==> src/verilog/qrr_consts.svh <==
// constants for the query request responder: register offsets, argument
// codes, field positions and timing figures; included by bare name
`ifndef QRR_CONSTS_SVH
`define QRR_CONSTS_SVH

`define QRR_ADDR_W 8
`define QRR_OFF_STATUS_REQ 8'h18
`define QRR_OFF_TEMP_REQ 8'h19
`define QRR_OFF_CAL_REQ 8'h20
`define QRR_OFF_USER_REQ 8'h22
`define QRR_OFF_RESPONSE 8'h40
`define QRR_OFF_FLAGS 8'h44

`define QRR_ARG_STATUS 32'h0000_0001
`define QRR_ARG_TEMP 32'h0000_0000

`define QRR_STORE_ADDR_W 14
`define QRR_TEMP_W 14
`define QRR_SENSOR_FRAME 5'h10

`define QRR_FLAG_BUSY 0
`define QRR_FLAG_DONE 1
`define QRR_FLAG_BADARG 2

`define QRR_CLK_NS 4
`define QRR_SENSOR_SCLK_NS 200

`endif

==> src/verilog/qrr_pkg.sv <==
// types shared by the query request responder modules
// assumes qrr_consts.svh supplies the numeric constants
package qrr_pkg;
    typedef enum logic [1:0] {REQ_IDLE, REQ_TEMP, REQ_STORE} req_state_t;
    typedef enum logic [1:0] {SEN_IDLE, SEN_LOW, SEN_HIGH} sen_state_t;
    typedef enum logic [1:0] {ST_IDLE, ST_WAIT, ST_DONE} store_state_t;
endpackage

==> src/verilog/query_request_responder.sv <==
// request/response unit: status, temperature, calibration and user store bytes
// assumes a same-clock register master; lock and setting flags arrive as pins
//
// Strobed register access was left to the implementer.
`timescale 1ns/100ps
`default_nettype none
`include "qrr_consts.svh"

// Function
// [RULE1] status request with argument 0x01 returns the 16-bit status word
// [RULE2] host ANDs status bits 13, 10, 9 for first oscillator lock
// [RULE3] bits 15,14,12,11: 10 MHz, 100 MHz, second, third oscillator lock
// [RULE4] bits 7..1 setting flags in order; bits 8 and 0 reserved zero
// [RULE5] temperature request with argument 0x00 returns the temperature reading
// [RULE6] reading in bits 13..0: bit 13 sign, bits 12..0 converter code
// [RULE7] host converts code by /32, or (code-8192)/32 when negative
// [RULE8] calibration request: argument gives address, byte returned in low byte
// [RULE9] store address is 14 bits; higher addresses wrap to the bottom
// [RULE10] host assembles four bytes, lowest address least significant
// [RULE11] user store request behaves like the calibration store request
// [RULE12] temperature obtained by a serial transfer to the internal sensor
// [RULE13] host should not poll temperature often; sensor clock causes spurs
// [RULE14] response valid only after access completes; busy shown until then
module query_request_responder #(
    parameter int SENSOR_HALF = `QRR_SENSOR_SCLK_NS / (2 * `QRR_CLK_NS)
)(
    input wire logic i_mclk,
    input wire logic i_rst,
    input wire logic [`QRR_ADDR_W-1:0] i_addr,
    input wire logic [31:0] i_wdata,
    input wire logic i_wr,
    input wire logic i_rd,
    output logic [31:0] o_rdata,
    output logic o_busy,
    input wire logic [6:0] i_lock,
    input wire logic [6:0] i_setting,
    input wire logic i_sensor_data,
    output logic o_sensor_clk,
    output logic o_sensor_sel_n,
    input wire logic i_mem_ack,
    input wire logic [7:0] i_mem_data,
    output logic o_mem_req,
    output logic o_mem_user,
    output logic [`QRR_STORE_ADDR_W-1:0] o_mem_addr
);
    // ==========================================================
    // pin synchronisers
    // ==========================================================
    logic [13:0] flags_meta_q, flags_q;

    always_ff @(posedge i_mclk)
    begin
        flags_meta_q <= {i_lock, i_setting};
        flags_q <= flags_meta_q;
    end

    function automatic logic [15:0] status_word(input logic [6:0] lk, input logic [6:0] st);
        // lk: 10M, 100M, first osc main, second, third, first osc pll1, pll2
        // st: ext ref, ref out, ref lock, if filter, preamp, standby, backplane
        status_word = {lk, 1'b0, st, 1'b0}; // RULE3 RULE4
    endfunction

    // ==========================================================
    // request decode and sequencing
    // ==========================================================
    qrr_pkg::req_state_t state_q, state_d;
    logic [31:0] resp_q, resp_d;
    logic [31:0] arg_q, arg_d;
    logic [7:0] last_req_q, last_req_d;
    logic busy_q, busy_d;
    logic done_q, done_d;
    logic badarg_q, badarg_d;
    logic temp_start, store_start, store_user;
    logic temp_done, store_done;
    logic [`QRR_TEMP_W-1:0] temp_val;
    logic [7:0] store_byte;
    logic [`QRR_STORE_ADDR_W-1:0] store_addr;

    // requests arriving while busy are dropped so a response never mixes sources
    always_comb
    begin
        state_d = state_q;
        resp_d = resp_q;
        arg_d = arg_q;
        last_req_d = last_req_q;
        busy_d = busy_q;
        done_d = done_q;
        badarg_d = badarg_q;
        temp_start = 1'b0;
        store_start = 1'b0;
        store_user = 1'b0;
        store_addr = i_wdata[`QRR_STORE_ADDR_W-1:0]; // RULE9
        case (state_q)
            qrr_pkg::REQ_IDLE:
            begin
                if (i_wr)
                begin
                    case (i_addr)
                        `QRR_OFF_STATUS_REQ:
                        begin
                            last_req_d = i_addr;
                            arg_d = i_wdata;
                            badarg_d = (i_wdata != `QRR_ARG_STATUS);
                            if (i_wdata == `QRR_ARG_STATUS)
                            begin
                                resp_d = {16'h0000, status_word(flags_q[13:7], flags_q[6:0])}; // RULE1
                                done_d = 1'b1;
                            end
                        end
                        `QRR_OFF_TEMP_REQ:
                        begin
                            last_req_d = i_addr;
                            arg_d = i_wdata;
                            badarg_d = (i_wdata != `QRR_ARG_TEMP);
                            if (i_wdata == `QRR_ARG_TEMP)
                            begin
                                temp_start = 1'b1; // RULE5
                                busy_d = 1'b1;
                                done_d = 1'b0;
                                state_d = qrr_pkg::REQ_TEMP;
                            end
                        end
                        `QRR_OFF_CAL_REQ, `QRR_OFF_USER_REQ:
                        begin
                            last_req_d = i_addr;
                            arg_d = i_wdata;
                            badarg_d = 1'b0;
                            store_start = 1'b1; // RULE8 RULE11
                            store_user = (i_addr == `QRR_OFF_USER_REQ);
                            busy_d = 1'b1;
                            done_d = 1'b0;
                            state_d = qrr_pkg::REQ_STORE;
                        end
                        default:
                        begin
                            state_d = qrr_pkg::REQ_IDLE;
                        end
                    endcase
                end
            end
            qrr_pkg::REQ_TEMP:
            begin
                if (temp_done)
                begin
                    resp_d = {18'h00000, temp_val}; // RULE6 RULE14
                    busy_d = 1'b0;
                    done_d = 1'b1;
                    state_d = qrr_pkg::REQ_IDLE;
                end
            end
            qrr_pkg::REQ_STORE:
            begin
                if (store_done)
                begin
                    resp_d = {24'h000000, store_byte}; // RULE8 RULE14
                    busy_d = 1'b0;
                    done_d = 1'b1;
                    state_d = qrr_pkg::REQ_IDLE;
                end
            end
            default:
            begin
                state_d = qrr_pkg::REQ_IDLE;
            end
        endcase
    end

    always_ff @(posedge i_mclk)
    begin
        if (i_rst)
        begin
            state_q <= qrr_pkg::REQ_IDLE;
            resp_q <= 32'h0000_0000;
            arg_q <= 32'h0000_0000;
            last_req_q <= 8'h00;
            busy_q <= 1'b0;
            done_q <= 1'b0;
            badarg_q <= 1'b0;
        end
        else
        begin
            state_q <= state_d;
            resp_q <= resp_d;
            arg_q <= arg_d;
            last_req_q <= last_req_d;
            busy_q <= busy_d;
            done_q <= done_d;
            badarg_q <= badarg_d;
        end
    end

    // ==========================================================
    // register read port
    // ==========================================================
    logic [31:0] rdata_q, rdata_d;

    always_comb
    begin
        rdata_d = rdata_q;
        if (i_rd)
        begin
            case (i_addr)
                `QRR_OFF_RESPONSE: rdata_d = resp_q;
                `QRR_OFF_FLAGS: rdata_d = {21'h000000, last_req_q, badarg_q, done_q, busy_q}; // RULE14
                `QRR_OFF_STATUS_REQ, `QRR_OFF_TEMP_REQ, `QRR_OFF_CAL_REQ, `QRR_OFF_USER_REQ:
                    rdata_d = (i_addr == last_req_q) ? arg_q : 32'h0000_0000;
                default: rdata_d = 32'h0000_0000;
            endcase
        end
    end

    always_ff @(posedge i_mclk)
    begin
        if (i_rst)
        begin
            rdata_q <= 32'h0000_0000;
        end
        else
        begin
            rdata_q <= rdata_d;
        end
    end

    assign o_rdata = rdata_q;
    assign o_busy = busy_q;

    // ==========================================================
    // access engines
    // ==========================================================
    temp_sensor_ctrl #(
        .HALF_CYCLES(SENSOR_HALF)
    ) u_temp (
        .i_mclk(i_mclk),
        .i_rst(i_rst),
        .i_start(temp_start),
        .i_sensor_data(i_sensor_data),
        .o_sensor_clk(o_sensor_clk),
        .o_sensor_sel_n(o_sensor_sel_n),
        .o_done(temp_done),
        .o_temp(temp_val)
    ); // RULE12

    store_reader u_store (
        .i_mclk(i_mclk),
        .i_rst(i_rst),
        .i_start(store_start),
        .i_user(store_user),
        .i_addr(store_addr),
        .i_mem_ack(i_mem_ack),
        .i_mem_data(i_mem_data),
        .o_mem_req(o_mem_req),
        .o_mem_user(o_mem_user),
        .o_mem_addr(o_mem_addr),
        .o_done(store_done),
        .o_byte(store_byte)
    );
endmodule
`default_nettype wire

==> src/verilog/store_reader.sv <==
// single-byte fetch from the calibration or user store
// assumes a same-clock store port that answers a held request with an ack
`timescale 1ns/100ps
`default_nettype none
`include "qrr_consts.svh"

module store_reader (
    input wire logic i_mclk,
    input wire logic i_rst,
    input wire logic i_start,
    input wire logic i_user,
    input wire logic [`QRR_STORE_ADDR_W-1:0] i_addr,
    input wire logic i_mem_ack,
    input wire logic [7:0] i_mem_data,
    output logic o_mem_req,
    output logic o_mem_user,
    output logic [`QRR_STORE_ADDR_W-1:0] o_mem_addr,
    output logic o_done,
    output logic [7:0] o_byte
);
    qrr_pkg::store_state_t state_q, state_d;
    logic req_q, req_d;
    logic user_q, user_d;
    logic [`QRR_STORE_ADDR_W-1:0] addr_q, addr_d;
    logic [7:0] byte_q, byte_d;

    always_comb
    begin
        state_d = state_q;
        req_d = req_q;
        user_d = user_q;
        addr_d = addr_q;
        byte_d = byte_q;
        case (state_q)
            qrr_pkg::ST_IDLE:
            begin
                if (i_start)
                begin
                    req_d = 1'b1;
                    user_d = i_user;
                    addr_d = i_addr;
                    state_d = qrr_pkg::ST_WAIT;
                end
            end
            qrr_pkg::ST_WAIT:
            begin
                if (i_mem_ack)
                begin
                    req_d = 1'b0;
                    byte_d = i_mem_data;
                    state_d = qrr_pkg::ST_DONE;
                end
            end
            qrr_pkg::ST_DONE:
            begin
                state_d = qrr_pkg::ST_IDLE;
            end
            default:
            begin
                state_d = qrr_pkg::ST_IDLE;
            end
        endcase
    end

    always_ff @(posedge i_mclk)
    begin
        if (i_rst)
        begin
            state_q <= qrr_pkg::ST_IDLE;
            req_q <= 1'b0;
            user_q <= 1'b0;
            addr_q <= '0;
            byte_q <= 8'h00;
        end
        else
        begin
            state_q <= state_d;
            req_q <= req_d;
            user_q <= user_d;
            addr_q <= addr_d;
            byte_q <= byte_d;
        end
    end

    assign o_mem_req = req_q;
    assign o_mem_user = user_q;
    assign o_mem_addr = addr_q;
    assign o_done = (state_q == qrr_pkg::ST_DONE);
    assign o_byte = byte_q;
endmodule
`default_nettype wire

==> src/verilog/temp_sensor_ctrl.sv <==
// serial controller for the internal temperature sensor
// assumes the sensor shifts a 16-bit frame out msb first while select is low
`timescale 1ns/100ps
`default_nettype none
`include "qrr_consts.svh"

module temp_sensor_ctrl #(
    parameter int HALF_CYCLES = `QRR_SENSOR_SCLK_NS / (2 * `QRR_CLK_NS)
)(
    input wire logic i_mclk,
    input wire logic i_rst,
    input wire logic i_start,
    input wire logic i_sensor_data,
    output logic o_sensor_clk,
    output logic o_sensor_sel_n,
    output logic o_done,
    output logic [`QRR_TEMP_W-1:0] o_temp
);
    qrr_pkg::sen_state_t state_q, state_d;
    logic [7:0] div_q, div_d;
    logic [4:0] bits_q, bits_d;
    logic [15:0] shift_q, shift_d;
    logic sclk_q, sclk_d;
    logic sel_n_q, sel_n_d;
    logic done_q, done_d;
    logic din_meta_q, din_q;

    localparam logic [7:0] HALF_LAST = 8'(HALF_CYCLES - 1);

    // sensor data is a pin: two flops before use
    always_ff @(posedge i_mclk)
    begin
        din_meta_q <= i_sensor_data;
        din_q <= din_meta_q;
    end

    always_comb
    begin
        state_d = state_q;
        div_d = div_q;
        bits_d = bits_q;
        shift_d = shift_q;
        sclk_d = sclk_q;
        sel_n_d = sel_n_q;
        done_d = 1'b0;
        case (state_q)
            qrr_pkg::SEN_IDLE:
            begin
                sclk_d = 1'b0;
                if (i_start)
                begin
                    sel_n_d = 1'b0; // RULE12
                    div_d = 8'h00;
                    bits_d = 5'h00;
                    state_d = qrr_pkg::SEN_LOW;
                end
            end
            qrr_pkg::SEN_LOW:
            begin
                div_d = div_q + 8'h01;
                if (div_q == HALF_LAST)
                begin
                    div_d = 8'h00;
                    sclk_d = 1'b1;
                    // sample a few cycles late; covers the two-flop delay
                    shift_d = {shift_q[14:0], din_q};
                    state_d = qrr_pkg::SEN_HIGH;
                end
            end
            qrr_pkg::SEN_HIGH:
            begin
                div_d = div_q + 8'h01;
                if (div_q == HALF_LAST)
                begin
                    div_d = 8'h00;
                    sclk_d = 1'b0;
                    bits_d = bits_q + 5'h01;
                    if (bits_q == `QRR_SENSOR_FRAME - 5'h01)
                    begin
                        sel_n_d = 1'b1;
                        done_d = 1'b1;
                        state_d = qrr_pkg::SEN_IDLE;
                    end
                    else
                    begin
                        state_d = qrr_pkg::SEN_LOW;
                    end
                end
            end
            default:
            begin
                state_d = qrr_pkg::SEN_IDLE;
            end
        endcase
    end

    always_ff @(posedge i_mclk)
    begin
        if (i_rst)
        begin
            state_q <= qrr_pkg::SEN_IDLE;
            div_q <= 8'h00;
            bits_q <= 5'h00;
            shift_q <= 16'h0000;
            sclk_q <= 1'b0;
            sel_n_q <= 1'b1;
            done_q <= 1'b0;
        end
        else
        begin
            state_q <= state_d;
            div_q <= div_d;
            bits_q <= bits_d;
            shift_q <= shift_d;
            sclk_q <= sclk_d;
            sel_n_q <= sel_n_d;
            done_q <= done_d;
        end
    end

    assign o_sensor_clk = sclk_q;
    assign o_sensor_sel_n = sel_n_q;
    assign o_done = done_q;
    assign o_temp = shift_q[`QRR_TEMP_W-1:0];
endmodule
`default_nettype wire
==> config.mk <==
export PLATFORM = sky130hd
export DESIGN_NAME = query_request_responder
export DESIGN_NICKNAME = d
export VERILOG_FILES = /design/src/verilog/qrr_pkg.sv /design/src/verilog/query_request_responder.sv /design/src/verilog/store_reader.sv /design/src/verilog/temp_sensor_ctrl.sv
export VERILOG_INCLUDE_DIRS = /design/src /design/src/verilog
export SDC_FILE = /design/constraint.sdc
export NUM_CORES = 1
export LEC_CHECK = 0
export BUFFER_PORTS_ARGS = -buffer_cell sky130_fd_sc_hd__buf_2
export CAP_MARGIN = 0
export CORE_UTILIZATION = 56
export DETAILED_ROUTE_END_ITERATION = 8
export PLACE_DENSITY = 0.85
export SLEW_MARGIN = 30
export SYNTH_ARGS = -nofsm -noshare
export SYNTH_HDL_FRONTEND = slang
export SYNTH_SLANG_ARGS = --single-unit
export TNS_END_PERCENT = 10
==> constraint.sdc <==
create_clock -name i_mclk -period 2.65 [get_ports i_mclk]
set_clock_uncertainty 0.15 [all_clocks]
set_input_delay 0.1325 -clock i_mclk [delete_from_list [all_inputs] [get_ports i_mclk]]
set_output_delay 0.1325 -clock i_mclk [all_outputs]
set_load 0.02 [all_outputs]
# Word-level counts from Yosys, hierarchy flattened
# Index checks and enable logic that the tools add are counted.
[classes]
n_addsub = 2
eq_ne = 33
n_mux = 63
n_bitwise = 2
n_reduce_logical = 31
[ops]
columns = ["operator", "count"]
rows = [
  ["$mux W32", 6],
  ["$pmux W32 S3", 2],
  ["$eq A32 B1 Y1 const B", 1],
  ["$logic_not A32 Y1", 1],
  ["$ne A32 B1 Y1 const B", 1],
  ["$reduce_bool A32 Y1", 1],
  ["$mux W1", 28],
  ["$eq A8 B5 Y1 const B", 3],
  ["$mux W2", 9],
  ["$pmux W2 S3", 3],
  ["$reduce_and A3 Y1", 6],
  ["$eq A8 B6 Y1 const B", 2],
  ["$eq A8 B7 Y1 const B", 2],
  ["$mux W8", 2],
  ["$ne A2 B2 Y1 const B", 8],
  ["$pmux W8 S2", 1],
  ["$pmux W1 S3", 5],
  ["$reduce_and A6 Y1", 2],
  ["$mux W5", 2],
  ["$pmux W5 S2", 1],
  ["$reduce_and A2 Y1", 5],
  ["$reduce_bool A3 Y1", 3],
  ["$add A8 B1 Y8 const B", 1],
  ["$eq A8 B8 Y1", 1],
  ["other kinds (19)", 35],
]
[word_totals]
regBits = 197
inputBits = 68
output_inout_bits = 51
wordCells = 155

# Logic depth before layout (Yosys ltp)
# Gate-level depths: netlist (run 1).
[depth]
depth_word = 7
depth_mapped = 10

# By module
# A second synthesis (run 1) with hierarchy kept.
[unflattened]
hier_cells = 823
area_unflattened_um2 = 7250.7
[modules_own_cells]
columns = ["module", "instances", "cells_each", "area_per_inst_um2", "seq_area_each_um2"]
rows = [
  ["query_request_responder", 1, 540, 4738.3, 2422.3],
  ["temp_sensor_ctrl", 1, 168, 1576.5, 680.7],
  ["store_reader", 1, 115, 935.9, 520.5],
]

# Least setup slack after synthesis (run 1)
# Ideal clock, no wire load.
[synth_timing]
kind = "input -> register"
startpoint = "input i_addr[2]"
endpoint = "register u_temp.div_q[2]"
arrival_ps = 2103
required_ps = 2433
slack_ps = 329
path_stages = 7
path_buffers = 1
path_cell_list = "buf_6 or4_4 or3_4 o41ai_4 and2b_4 nand3b_2 a21oi_2"
[synth_via]
elab_chain_cells = 6
[synth_lines]
columns = ["item", "line_no", "source"]
rows = [
  ["start, declared", "query_request_responder.sv:29", "input wire logic [`QRR_ADDR_W-1:0] i_addr,"],
  ["$eq A8 B5 Y1", "query_request_responder.sv:98", "case (i_addr)"],
  ["$mux W1", "query_request_responder.sv:98", ""],
  ["$mux W1", "query_request_responder.sv:96", "if (i_wr)"],
  ["$mux W1", "query_request_responder.sv:93", "case (state_q)"],
  ["$ne A2 B2 Y1 (no source line)", "-", ""],
  ["$reduce_and A2 Y1 (no source line)", "-", ""],
  ["end signal, assigned", "temp_sensor_ctrl.sv:112", "div_q <= div_d;"],
  ["end, declared", "temp_sensor_ctrl.sv:20", "logic [7:0] div_q, div_d;"],
]
# Every way passes these cells.
# A chain may end at the register's enable or synchronous reset.

# Worst setup path in the final report (run 1)
[layout_timing]
startpoint = "input i_wdata[19]"
endpoint = "register u_temp.bits_q[1]"
[layout_via]
elab_chain_cells = 7
[layout_lines]
columns = ["item", "line_no", "source"]
rows = [
  ["start, declared", "query_request_responder.sv:30", "input wire logic [31:0] i_wdata,"],
  ["$logic_not A32 Y1 (no source line)", "-", ""],
  ["$mux W1", "query_request_responder.sv:115", "if (i_wdata == `QRR_ARG_TEMP)"],
  ["$mux W1", "query_request_responder.sv:98", ""],
  ["$mux W1", "query_request_responder.sv:96", ""],
  ["$mux W1", "query_request_responder.sv:93", ""],
  ["$ne A2 B2 Y1 (no source line)", "-", ""],
  ["$reduce_and A3 Y1 (no source line)", "-", ""],
  ["end signal, assigned", "temp_sensor_ctrl.sv:113", "bits_q <= bits_d;"],
  ["end, declared", "temp_sensor_ctrl.sv:21", "logic [4:0] bits_q, bits_d;"],
]
# Every way passes these cells.

==> impl_metrics.env, run 1 <==
export IMPL_synth_nets=922
export IMPL_io_buffers=118
export IMPL_cts_sinks=181
export IMPL_fin_crit_sh_pct=98.4
export IMPL_wl_per_cell_um=17.2
export IMPL_fin_tns_setup_ns=0
export IMPL_pwr_share_seq_pct=49.6
export IMPL_grt_max_degree=67
export IMPL_slew_viol_final=0
export IMPL_ys_types=49
export IMPL_mostFrequentLayoutCell="dfxtp_1"
export IMPL_layout_nets=1098
export IMPL_clock_path_buffers=2
export IMPL_yosysSeqAreaShare_pct=50.6
export IMPL_grtUsageTotal_pct=31.6
export IMPL_num_rows=40
export IMPL_coreArea_um2=12200
export IMPL_ir_drop_mv=0.561
export IMPL_dieArea_um2=13200
export IMPL_comb_power_share_pct=6.9
export IMPL_synth_simple_gate_area_share_pct=22.6
export IMPL_gp_congestion=0.939
export IMPL_internal_power_mw=4.34
export IMPL_hp_class="in2reg"
export IMPL_wl_met1_mm=8.03
export IMPL_synth_xor_area_share_pct=1.10
export IMPL_pwr_density_cell_nw_per_um2=606
export IMPL_first_global_vias=6567
export IMPL_start_util_pct=58.6
export IMPL_p_leak_nw=3.61
export IMPL_drtIter0Drc=830
export IMPL_avgSynthCellArea_um2=8.50
export IMPL_htreeDepth=4
export IMPL_cts_buffers=17
export IMPL_crit_required_ns=2.80
export IMPL_setup_viol=0
export IMPL_crit_path_max_incr_delay_ns=0.58
export IMPL_slew_headroom_pct=49.9
export IMPL_status="finished clean"
export IMPL_ys_warn_count=0
export IMPL_swShare_pct=22.3
export IMPL_worst_slew_pin_slew_ns=0.748
export IMPL_clk_insertion_delay_late_ns=0.43
export IMPL_synth_top_family_by_area="simple AND/OR/NAND/NOR gates"
export IMPL_final_core_util_pct=75.4
export IMPL_dr_pass1_iters=5
export IMPL_power_switching_mw=1.24
export IMPL_crit_chain="dlygate4sd3_1 -> buf_2 -> nor4_2 -> buf_4 -> nand4_1 -> nor4_2 -> buf_4 -> mux2_2 -> mux2i_1 -> a21oi_1"
export IMPL_cp_max_fo=4
export IMPL_ant_nets=0
export IMPL_drive_above_1_share_pct=19.0
export IMPL_die_x_um=115
export IMPL_area_growth_pct=28.7
export IMPL_path_class="in2reg"
export IMPL_num_vias=6997
export IMPL_die_h_um=115
export IMPL_grt_pass1_wl_mm=32.2
export IMPL_clk_pin_slew_worst_paths_ns=0.07
export IMPL_netlist_area_um2=7160
export IMPL_crit_arrival_ns=2.75
export IMPL_vias_per_cell=5.84
export IMPL_hold_viol_final=0
export IMPL_antenna_found_initial=1
export IMPL_end_kind="register"
export IMPL_synth_fa_ha_area_share_pct=2.10
export IMPL_rsz0062_at_grt="yes"
export IMPL_drv_cap=0
export IMPL_startpoint_type="primary input"
export IMPL_synthMuxAreaShare_pct=4.49
export IMPL_clockPowerShare_pct=43.5
export IMPL_crit_slowest_cell="dlygate4sd3_1"
export IMPL_drc=0
export IMPL_route_met3_wl_mm=1.68
export IMPL_wl_met2_mm=10.1
export IMPL_grt_ovfl_total=0
export IMPL_route_top_layer_used="met4"
export IMPL_cts_tree="built"
export IMPL_synth_compound_area_share_pct=15.1
export IMPL_layout_cells_most_common_list="dfxtp_1, nand2_1, a21oi_1, buf_2, nor2_1"
export IMPL_fin_crit_ns=2.61
export IMPL_io_pins=119
export IMPL_fmax_mhz=384
export IMPL_hpwlAfterDp_mm=11.7
export IMPL_n_fill_cell=829
export IMPL_synth_seq_cells=181
export IMPL_synthCells=842
export IMPL_cts_root_buffer="clkbuf_16"
export IMPL_wirelength_mm=20.6
per-layer routing:
layer	global-route usage [%]	vias to the layer above
met5	0	-
met4	17.1	0
met3	7.49	76
met2	53.3	415
met1	37.2	3256
li1	-	3250
cells by family (layout without fill, tap and decap cells):
kind of cell / count (synthesis) / count (layout)
adders and majority gates: 12 / 12
xor gates and xnor gates: 9 / 9
and+or+nand+nor: 354 / 354
muxes: 32 / 32
buffers and inverters: 70 / 257
other: 0 / 1
AOI/OAI and AO/OA: 184 / 184
DFF: 181 / 181
Yosys cell counts (all sizes together):
cell	n	area, um2
a211oi	3	22.5
a21o	2	15.0
a21oi	119	599
a22o	3	26.3
a22oi	9	67.6
a311oi	13	114
a31o	1	8.76
a31oi	2	12.5
a41oi	2	17.5
and2	7	43.8
and2b	1	10.0
and3	6	37.5
and4	2	17.5
buf	11	58.8
clkbuf	44	165
dfxtp	181	3620
ha	12	150
inv	15	56.3
mux2	1	11.3
mux2i	31	310
nand2	152	571
nand2b	25	156
nand3	52	260
nand3b	3	26.3
nand4	9	56.3
nand4b	1	8.76
nor2	68	255
nor2b	2	12.5
nor3	10	55.1
nor4	12	75.1
o21a	2	15.0
o21ai	20	100
o21bai	1	7.51
o221ai	1	8.76
o22a	1	8.76
o22ai	1	6.26
o31ai	2	15.0
o41ai	2	36.3
or2	2	12.5
or3	1	11.3
or4	1	11.3
xnor2	9	78.8
through the flow:
stage          std cells  cell area, um2  setup slack [ns]  power (mW)  hold slack (ns)
5_1_grt             1198            9210           -0.0576        5.74            0.109
3_5_place_dp        1103            7990             0.149        3.11           0.0861
4_1_cts             1193            9140           0.00792        5.55           0.0656
6_report            1198            9210            0.0436        5.58           0.0913
3_3_place_gp        1103            7990             0.205        3.10           0.0844
2_1_floorplan        842            7160             0.329        2.98           0.0102
area by class of cell:
type,instances,area (um2),share of cell area (%)
antenna,1,2.50,0.0272
clock buffer,22,454,4.93
sequential,181,3620,39.4
multi-input combinational,591,3300,35.8
clock inverter,8,103,1.11
tap,168,210,2.28
inverter,15,56.3,0.612
timing repair buffer,212,1460,15.9
power by group through the flow:
stage / clock (mW) / sequential (mW) / combinational [mW]
finish: 2.43 / 2.77 / 0.384
global placement: 0 / 2.83 / 0.278
detailed placement: 0 / 2.83 / 0.279
CTS: 2.43 / 2.77 / 0.352
global route: 2.57 / 2.77 / 0.406
floorplan: 0 / 2.83 / 0.153
what timing repair did:
action | 4_1_cts | 5_1_grt
hold buffers | 60 | 0
hold endpoints to repair | 76 | 0
endpoints found under the setup margin | 0 | 24
resized for setup | 0 | 5
setup buffers | 0 | 4
flip-flops by register name, indices dropped and copies added, names as in the netlist, 2 cells and up:
name                cells
u_temp.shift_q         14
resp_q                 16
u_store.o_byte          8
last_req_q              8
u_store.o_mem_addr     14
u_temp.state_q          2
o_rdata                32
state_q                 2
flags_q                14
u_store.state_q         2
u_temp.bits_q           5
u_temp.div_q            8
arg_q                  32
flags_meta_q           14
worst max-delay path, delay by kind of cell:
kind	cells	cell delay [ns]
AO/OA/AOI/OAI	1	0.10
AND/OR/NAND/NOR	3	0.93
multiplexers	2	0.49
buffers and inverters	4	1.09
final timing paths:
check / startpoint / end / slack (ns) / cells past startpoint
max: i_wdata[19] / u_temp.bits_q[1] / 0.04 / 10
min: i_rst / o_rdata[18] / 0.09 / 2
max reg2reg: state_q[0] / u_temp.bits_q[1] / 0.14 / 9
min reg2reg: flags_meta_q[2] / flags_q[2] / 0.17 / 0
Note: power is estimated with default switching activity, not from simulation.
==> inputs of run 2 (changes only) <==
- clock period: 2.65 -> 2.6 ns (I/O delays scaled with it)
==> impl_metrics.env, run 2 (synthesized netlist as in run 1, its figures left out) <==
export IMPL_status="finished clean"
export IMPL_coreArea_um2=12200
export IMPL_hp_class="in2reg"
export IMPL_cts_sinks=181
export IMPL_worstHoldStart="i_rd"
export IMPL_io_buffers=118
export IMPL_io_pins=119
export IMPL_cts_tree="built"
export IMPL_drtIter0Drc=745
export IMPL_fin_tns_setup_ns=0
export IMPL_final_core_util_pct=75.7
export IMPL_swShare_pct=22.8
export IMPL_area_growth_pct=29.2
export IMPL_dieArea_um2=13200
export IMPL_crit_required_ns=2.75
export IMPL_path_class="in2reg"
export IMPL_startpoint_type="primary input"
export IMPL_pre_cts_ws_ns=0.109
export IMPL_slew_viol_final=0
export IMPL_gp_congestion=0.923
export IMPL_crit_arrival_ns=2.69
export IMPL_fmax_mhz=394
export IMPL_worst_slew_pin_slew_ns=0.706
export IMPL_pwr_density_cell_nw_per_um2=611
export IMPL_wirelength_mm=20.0
export IMPL_hold_viol_final=0
export IMPL_layout_cells_most_common_list="dfxtp_1, nand2_1, a21oi_1, buf_2, nor2_1"
export IMPL_hold_slack_ns=0.0531
export IMPL_htreeDepth=4
export IMPL_layout_nets=1100
export IMPL_ant_nets=0
export IMPL_fin_ws_ns=0.0602
export IMPL_setup_viol=0
export IMPL_cp_startpoint="i_addr[1]"
export IMPL_fin_crit_sh_pct=97.7
export IMPL_grt_max_degree=70
export IMPL_antenna_cells=0
export IMPL_die_h_um=115
export IMPL_end_kind="register"
export IMPL_num_rows=40
export IMPL_slew_headroom_pct=52.9
export IMPL_cp_max_fo=5
export IMPL_wl_per_cell_um=16.7
export IMPL_power_switching_mw=1.29
export IMPL_grt_pass1_wl_mm=31.3
export IMPL_r2r_start="state_q[0]"
export IMPL_drc=0
export IMPL_clockPowerShare_pct=43.3
export IMPL_grt_ovfl_total=0
export IMPL_antenna_found_initial=0
export IMPL_die_x_um=115
export IMPL_clk_pin_slew_worst_paths_ns=0.07
export IMPL_grtUsageTotal_pct=30.3
export IMPL_internal_power_mw=4.36
export IMPL_fin_crit_ns=2.54
export IMPL_ir_drop_mv=0.592
export IMPL_hpwlAfterDp_mm=11.9
export IMPL_first_global_vias=6437
export IMPL_drv_cap=0
export IMPL_mostFrequentLayoutCell="dfxtp_1"
export IMPL_dr_pass1_iters=5
export IMPL_vias_per_cell=5.73
export IMPL_p_leak_nw=3.62
export IMPL_drive_above_1_share_pct=19.7
export IMPL_cts_buffers=17
export IMPL_min_path_cells=4
export IMPL_n_fill_cell=816
export IMPL_r2r_cells=9
export IMPL_num_vias=6878
export IMPL_cts_root_buffer="clkbuf_16"
export IMPL_start_util_pct=58.6
export IMPL_pwr_share_seq_pct=49.9
export IMPL_rsz0062_at_grt="yes"
export IMPL_comb_power_share_pct=6.8
export IMPL_clk_insertion_delay_late_ns=0.43
export IMPL_clock_path_buffers=2
run 2: area by class of cell:
type / count / area (um2) / area share, %
Clock buffer: 22 / 464 / 5.02
Sequential cell: 181 / 3620 / 39.2
Timing Repair Buffer: 214 / 1480 / 16.0
Inverter: 15 / 56.3 / 0.609
Clock inverter: 9 / 96.3 / 1.04
Tap cell: 168 / 210 / 2.27
Multi-Input combinational cell: 591 / 3310 / 35.8
run 2: stage by stage:
stage                     cell area [um2]  power [mW]  cells
after detailed placement             8020        3.17   1107
final                                9240        5.65   1200
after floorplan                      7160        3.04    842
after global placement               8020        3.17   1107
after global routing                 9240        5.82   1200
after CTS                            9180        5.64   1198
run 2: repair_timing:
| action | in CTS | in global routing |
|---|---|---|
| endpoints found under the hold margin | 76 | 0 |
| setup buffers | 0 | 2 |
| hold buffers | 60 | 0 |
| gates resized for setup | 0 | 9 |
| endpoints found under the setup margin | 0 | 20 |
run 2: layer usage:
layer	up-vias	GRT usage, %	share of wire, %	routed length (um)
met5	-	0	0	0
met4	0	11.5	2.5	503
met3	52	7.38	8.0	1600
met2	333	51.0	49	9830
met1	3229	37.7	40	8050
li1	3264	-	-	-
run 2: worst max-delay path: stages:
cell,delay (ns)
dlygate4sd3_1,0.53
buf_2,0.13
or4_4,0.57
or3_4,0.44
nor4_2,0.21
buf_4,0.19
mux2_2,0.22
mux2i_1,0.20
a21oi_1,0.08
run 2: final timing paths:
| path | end | slack, ns |
|---|---|---|
| max | u_temp.bits_q[1] | 0.06 |
| min | o_rdata[9] | 0.05 |
| max reg2reg | u_temp.bits_q[1] | 0.23 |
| min reg2reg | flags_q[13] | 0.18 |
run 2: power groups by stage:
stage / Clock (mW) / Combinational, mW / Sequential (mW)
after floorplan: 0 / 0.156 / 2.88
after global placement: 0 / 0.284 / 2.88
after global routing: 2.59 / 0.411 / 2.82
after detailed placement: 0 / 0.287 / 2.88
final: 2.45 / 0.386 / 2.82
after CTS: 2.46 / 0.359 / 2.82
==> inputs of run 3 (changes only) <==
- PLACE_DENSITY: 0.85 -> 0.79
==> impl_metrics.env, run 3 (synthesized netlist as in run 1, its figures left out) <==
export IMPL_final_core_util_pct=76.1
export IMPL_setup_viol=0
export IMPL_area_growth_pct=29.8
export IMPL_die_h_um=115
export IMPL_start_util_pct=58.6
export IMPL_wirelength_mm=18.8
export IMPL_mostFrequentLayoutCell="dfxtp_1"
export IMPL_multiInputGateArea_um2=3300
export IMPL_hold_viol_final=0
export IMPL_crit_arrival_ns=2.67
export IMPL_grt_max_degree=67
export IMPL_dr_pass1_iters=6
export IMPL_drv_cap=0
export IMPL_cts_buffers=17
export IMPL_p_total_mw=5.90
export IMPL_path_class="in2reg"
export IMPL_coreArea_um2=12200
export IMPL_pwr_density_cell_nw_per_um2=636
export IMPL_die_x_um=115
export IMPL_wl_per_cell_um=15.6
export IMPL_gp_congestion=0.863
export IMPL_layout_cells_most_common_list="dfxtp_1, nand2_1, a21oi_1, buf_2, nor2_1"
export IMPL_p_leak_nw=3.66
export IMPL_ir_drop_mv=0.481
export IMPL_num_vias=6698
export IMPL_fin_crit_ns=2.54
export IMPL_hold_slack_ns=0.0841
export IMPL_slew_headroom_pct=52.6
export IMPL_stdcell_count=1200
export IMPL_cp_max_fo=5
export IMPL_layout_nets=1098
export IMPL_cts_sinks=181
export IMPL_antenna_found_initial=1
export IMPL_clk_pin_slew_worst_paths_ns=0.07
export IMPL_status="finished clean"
export IMPL_fmax_mhz=394
export IMPL_grt_pass1_wl_mm=30.0
export IMPL_vias_per_cell=5.58
export IMPL_grt_ovfl_total=0
export IMPL_crit_required_ns=2.73
export IMPL_seqCellArea_um2=3620
export IMPL_drc=0
export IMPL_ant_nets=0
export IMPL_clk_insertion_delay_late_ns=0.43
export IMPL_fin_crit_sh_pct=97.5
export IMPL_end_kind="register"
export IMPL_first_global_vias=6275
export IMPL_startpoint_type="primary input"
export IMPL_cts_root_buffer="clkbuf_16"
export IMPL_grtUsageTotal_pct=29.1
export IMPL_io_buffers=118
export IMPL_hp_class="in2reg"
export IMPL_drtIter0Drc=682
export IMPL_num_rows=40
export IMPL_hpwlAfterDp_mm=11.8
export IMPL_n_fill_cell=845
export IMPL_drive_above_1_share_pct=19.5
export IMPL_slew_viol_final=0
export IMPL_cts_tree="built"
export IMPL_io_pins=119
export IMPL_worst_slew_pin_slew_ns=0.709
export IMPL_clock_path_buffers=2
export IMPL_dieArea_um2=13200
export IMPL_htreeDepth=4
export IMPL_dp_cells=1105
==> run 3: power breakdown <==
group | leakage, nW | internal (mW) | switching [mW]
Clock | 0.313 | 1.61 | 1.10
Combinational | 1.87 | 0.179 | 0.198
Sequential | 1.47 | 2.81 | 0.0129
Total | 3.66 | 4.59 | 1.31
==> run 3: critical path, stage by stage <==
cell and delay (ns):
dlygate4sd3_1 0.54, buf_2 0.16, or4_4 0.58, or3_4 0.45, o41ai_4 0.32, buf_4 0.19, buf_4 0.11, nor2_1 0.03
a21oi_1 0.11, nor2_1 0.05
==> run 3: cell type report <==
class / count / share of cell area (%)
Sequential cell: 181 / 39.0
Multi-Input combinational cell: 591 / 35.5
Timing Repair Buffer: 212 / 15.8
Clock buffer: 20 / 5.02
Tap cell: 168 / 2.26
Clock inverter: 12 / 1.76
Inverter: 15 / 0.606
Antenna cell: 1 / 0.0269
==> run 3: layer usage <==
| layer | global-route usage (%) | wire length, um | vias to the layer above |
|---|---|---|---|
| met3 | 5.96 | 1220 | 36 |
| met4 | 11.3 | 421 | 0 |
| li1 | - | - | 3255 |
| met2 | 49.6 | 9150 | 252 |
| met1 | 36.2 | 7980 | 3155 |
| met5 | 0 | 0 | - |
==> run 3: worst paths after layout <==
| check | depth (start not counted) | endpoint | start | slack (ns) |
|---|---|---|---|---|
| worst max-delay path | 10 | u_temp.div_q[0] | i_addr[1] | 0.06 |
| worst min-delay path | 2 | u_temp.div_q[2] | i_rst | 0.08 |
| worst max register to register | 10 | u_temp.div_q[0] | state_q[0] | 0.29 |
| worst min register to register | 0 | flags_q[12] | flags_meta_q[12] | 0.18 |
==> run 3: stage by stage <==
step	setup WS (ns)	cell area (um2)	setup TNS [ns]
finish	0.0640	9290	0
global placement	0.136	8000	0
floorplan	0.282	7160	0
detailed placement	0.120	8000	0
global route	-0.0319	9290	-0.0493
CTS	0.0136	9240	0
==> run 3: repair_timing <==
item / 4_1_cts / 5_1_grt
resized for setup: 0 / 7
hold buffers: 61 / 0
hold endpoints to repair: 78 / 0
setup endpoints to repair: 0 / 21
setup buffers: 0 / 1
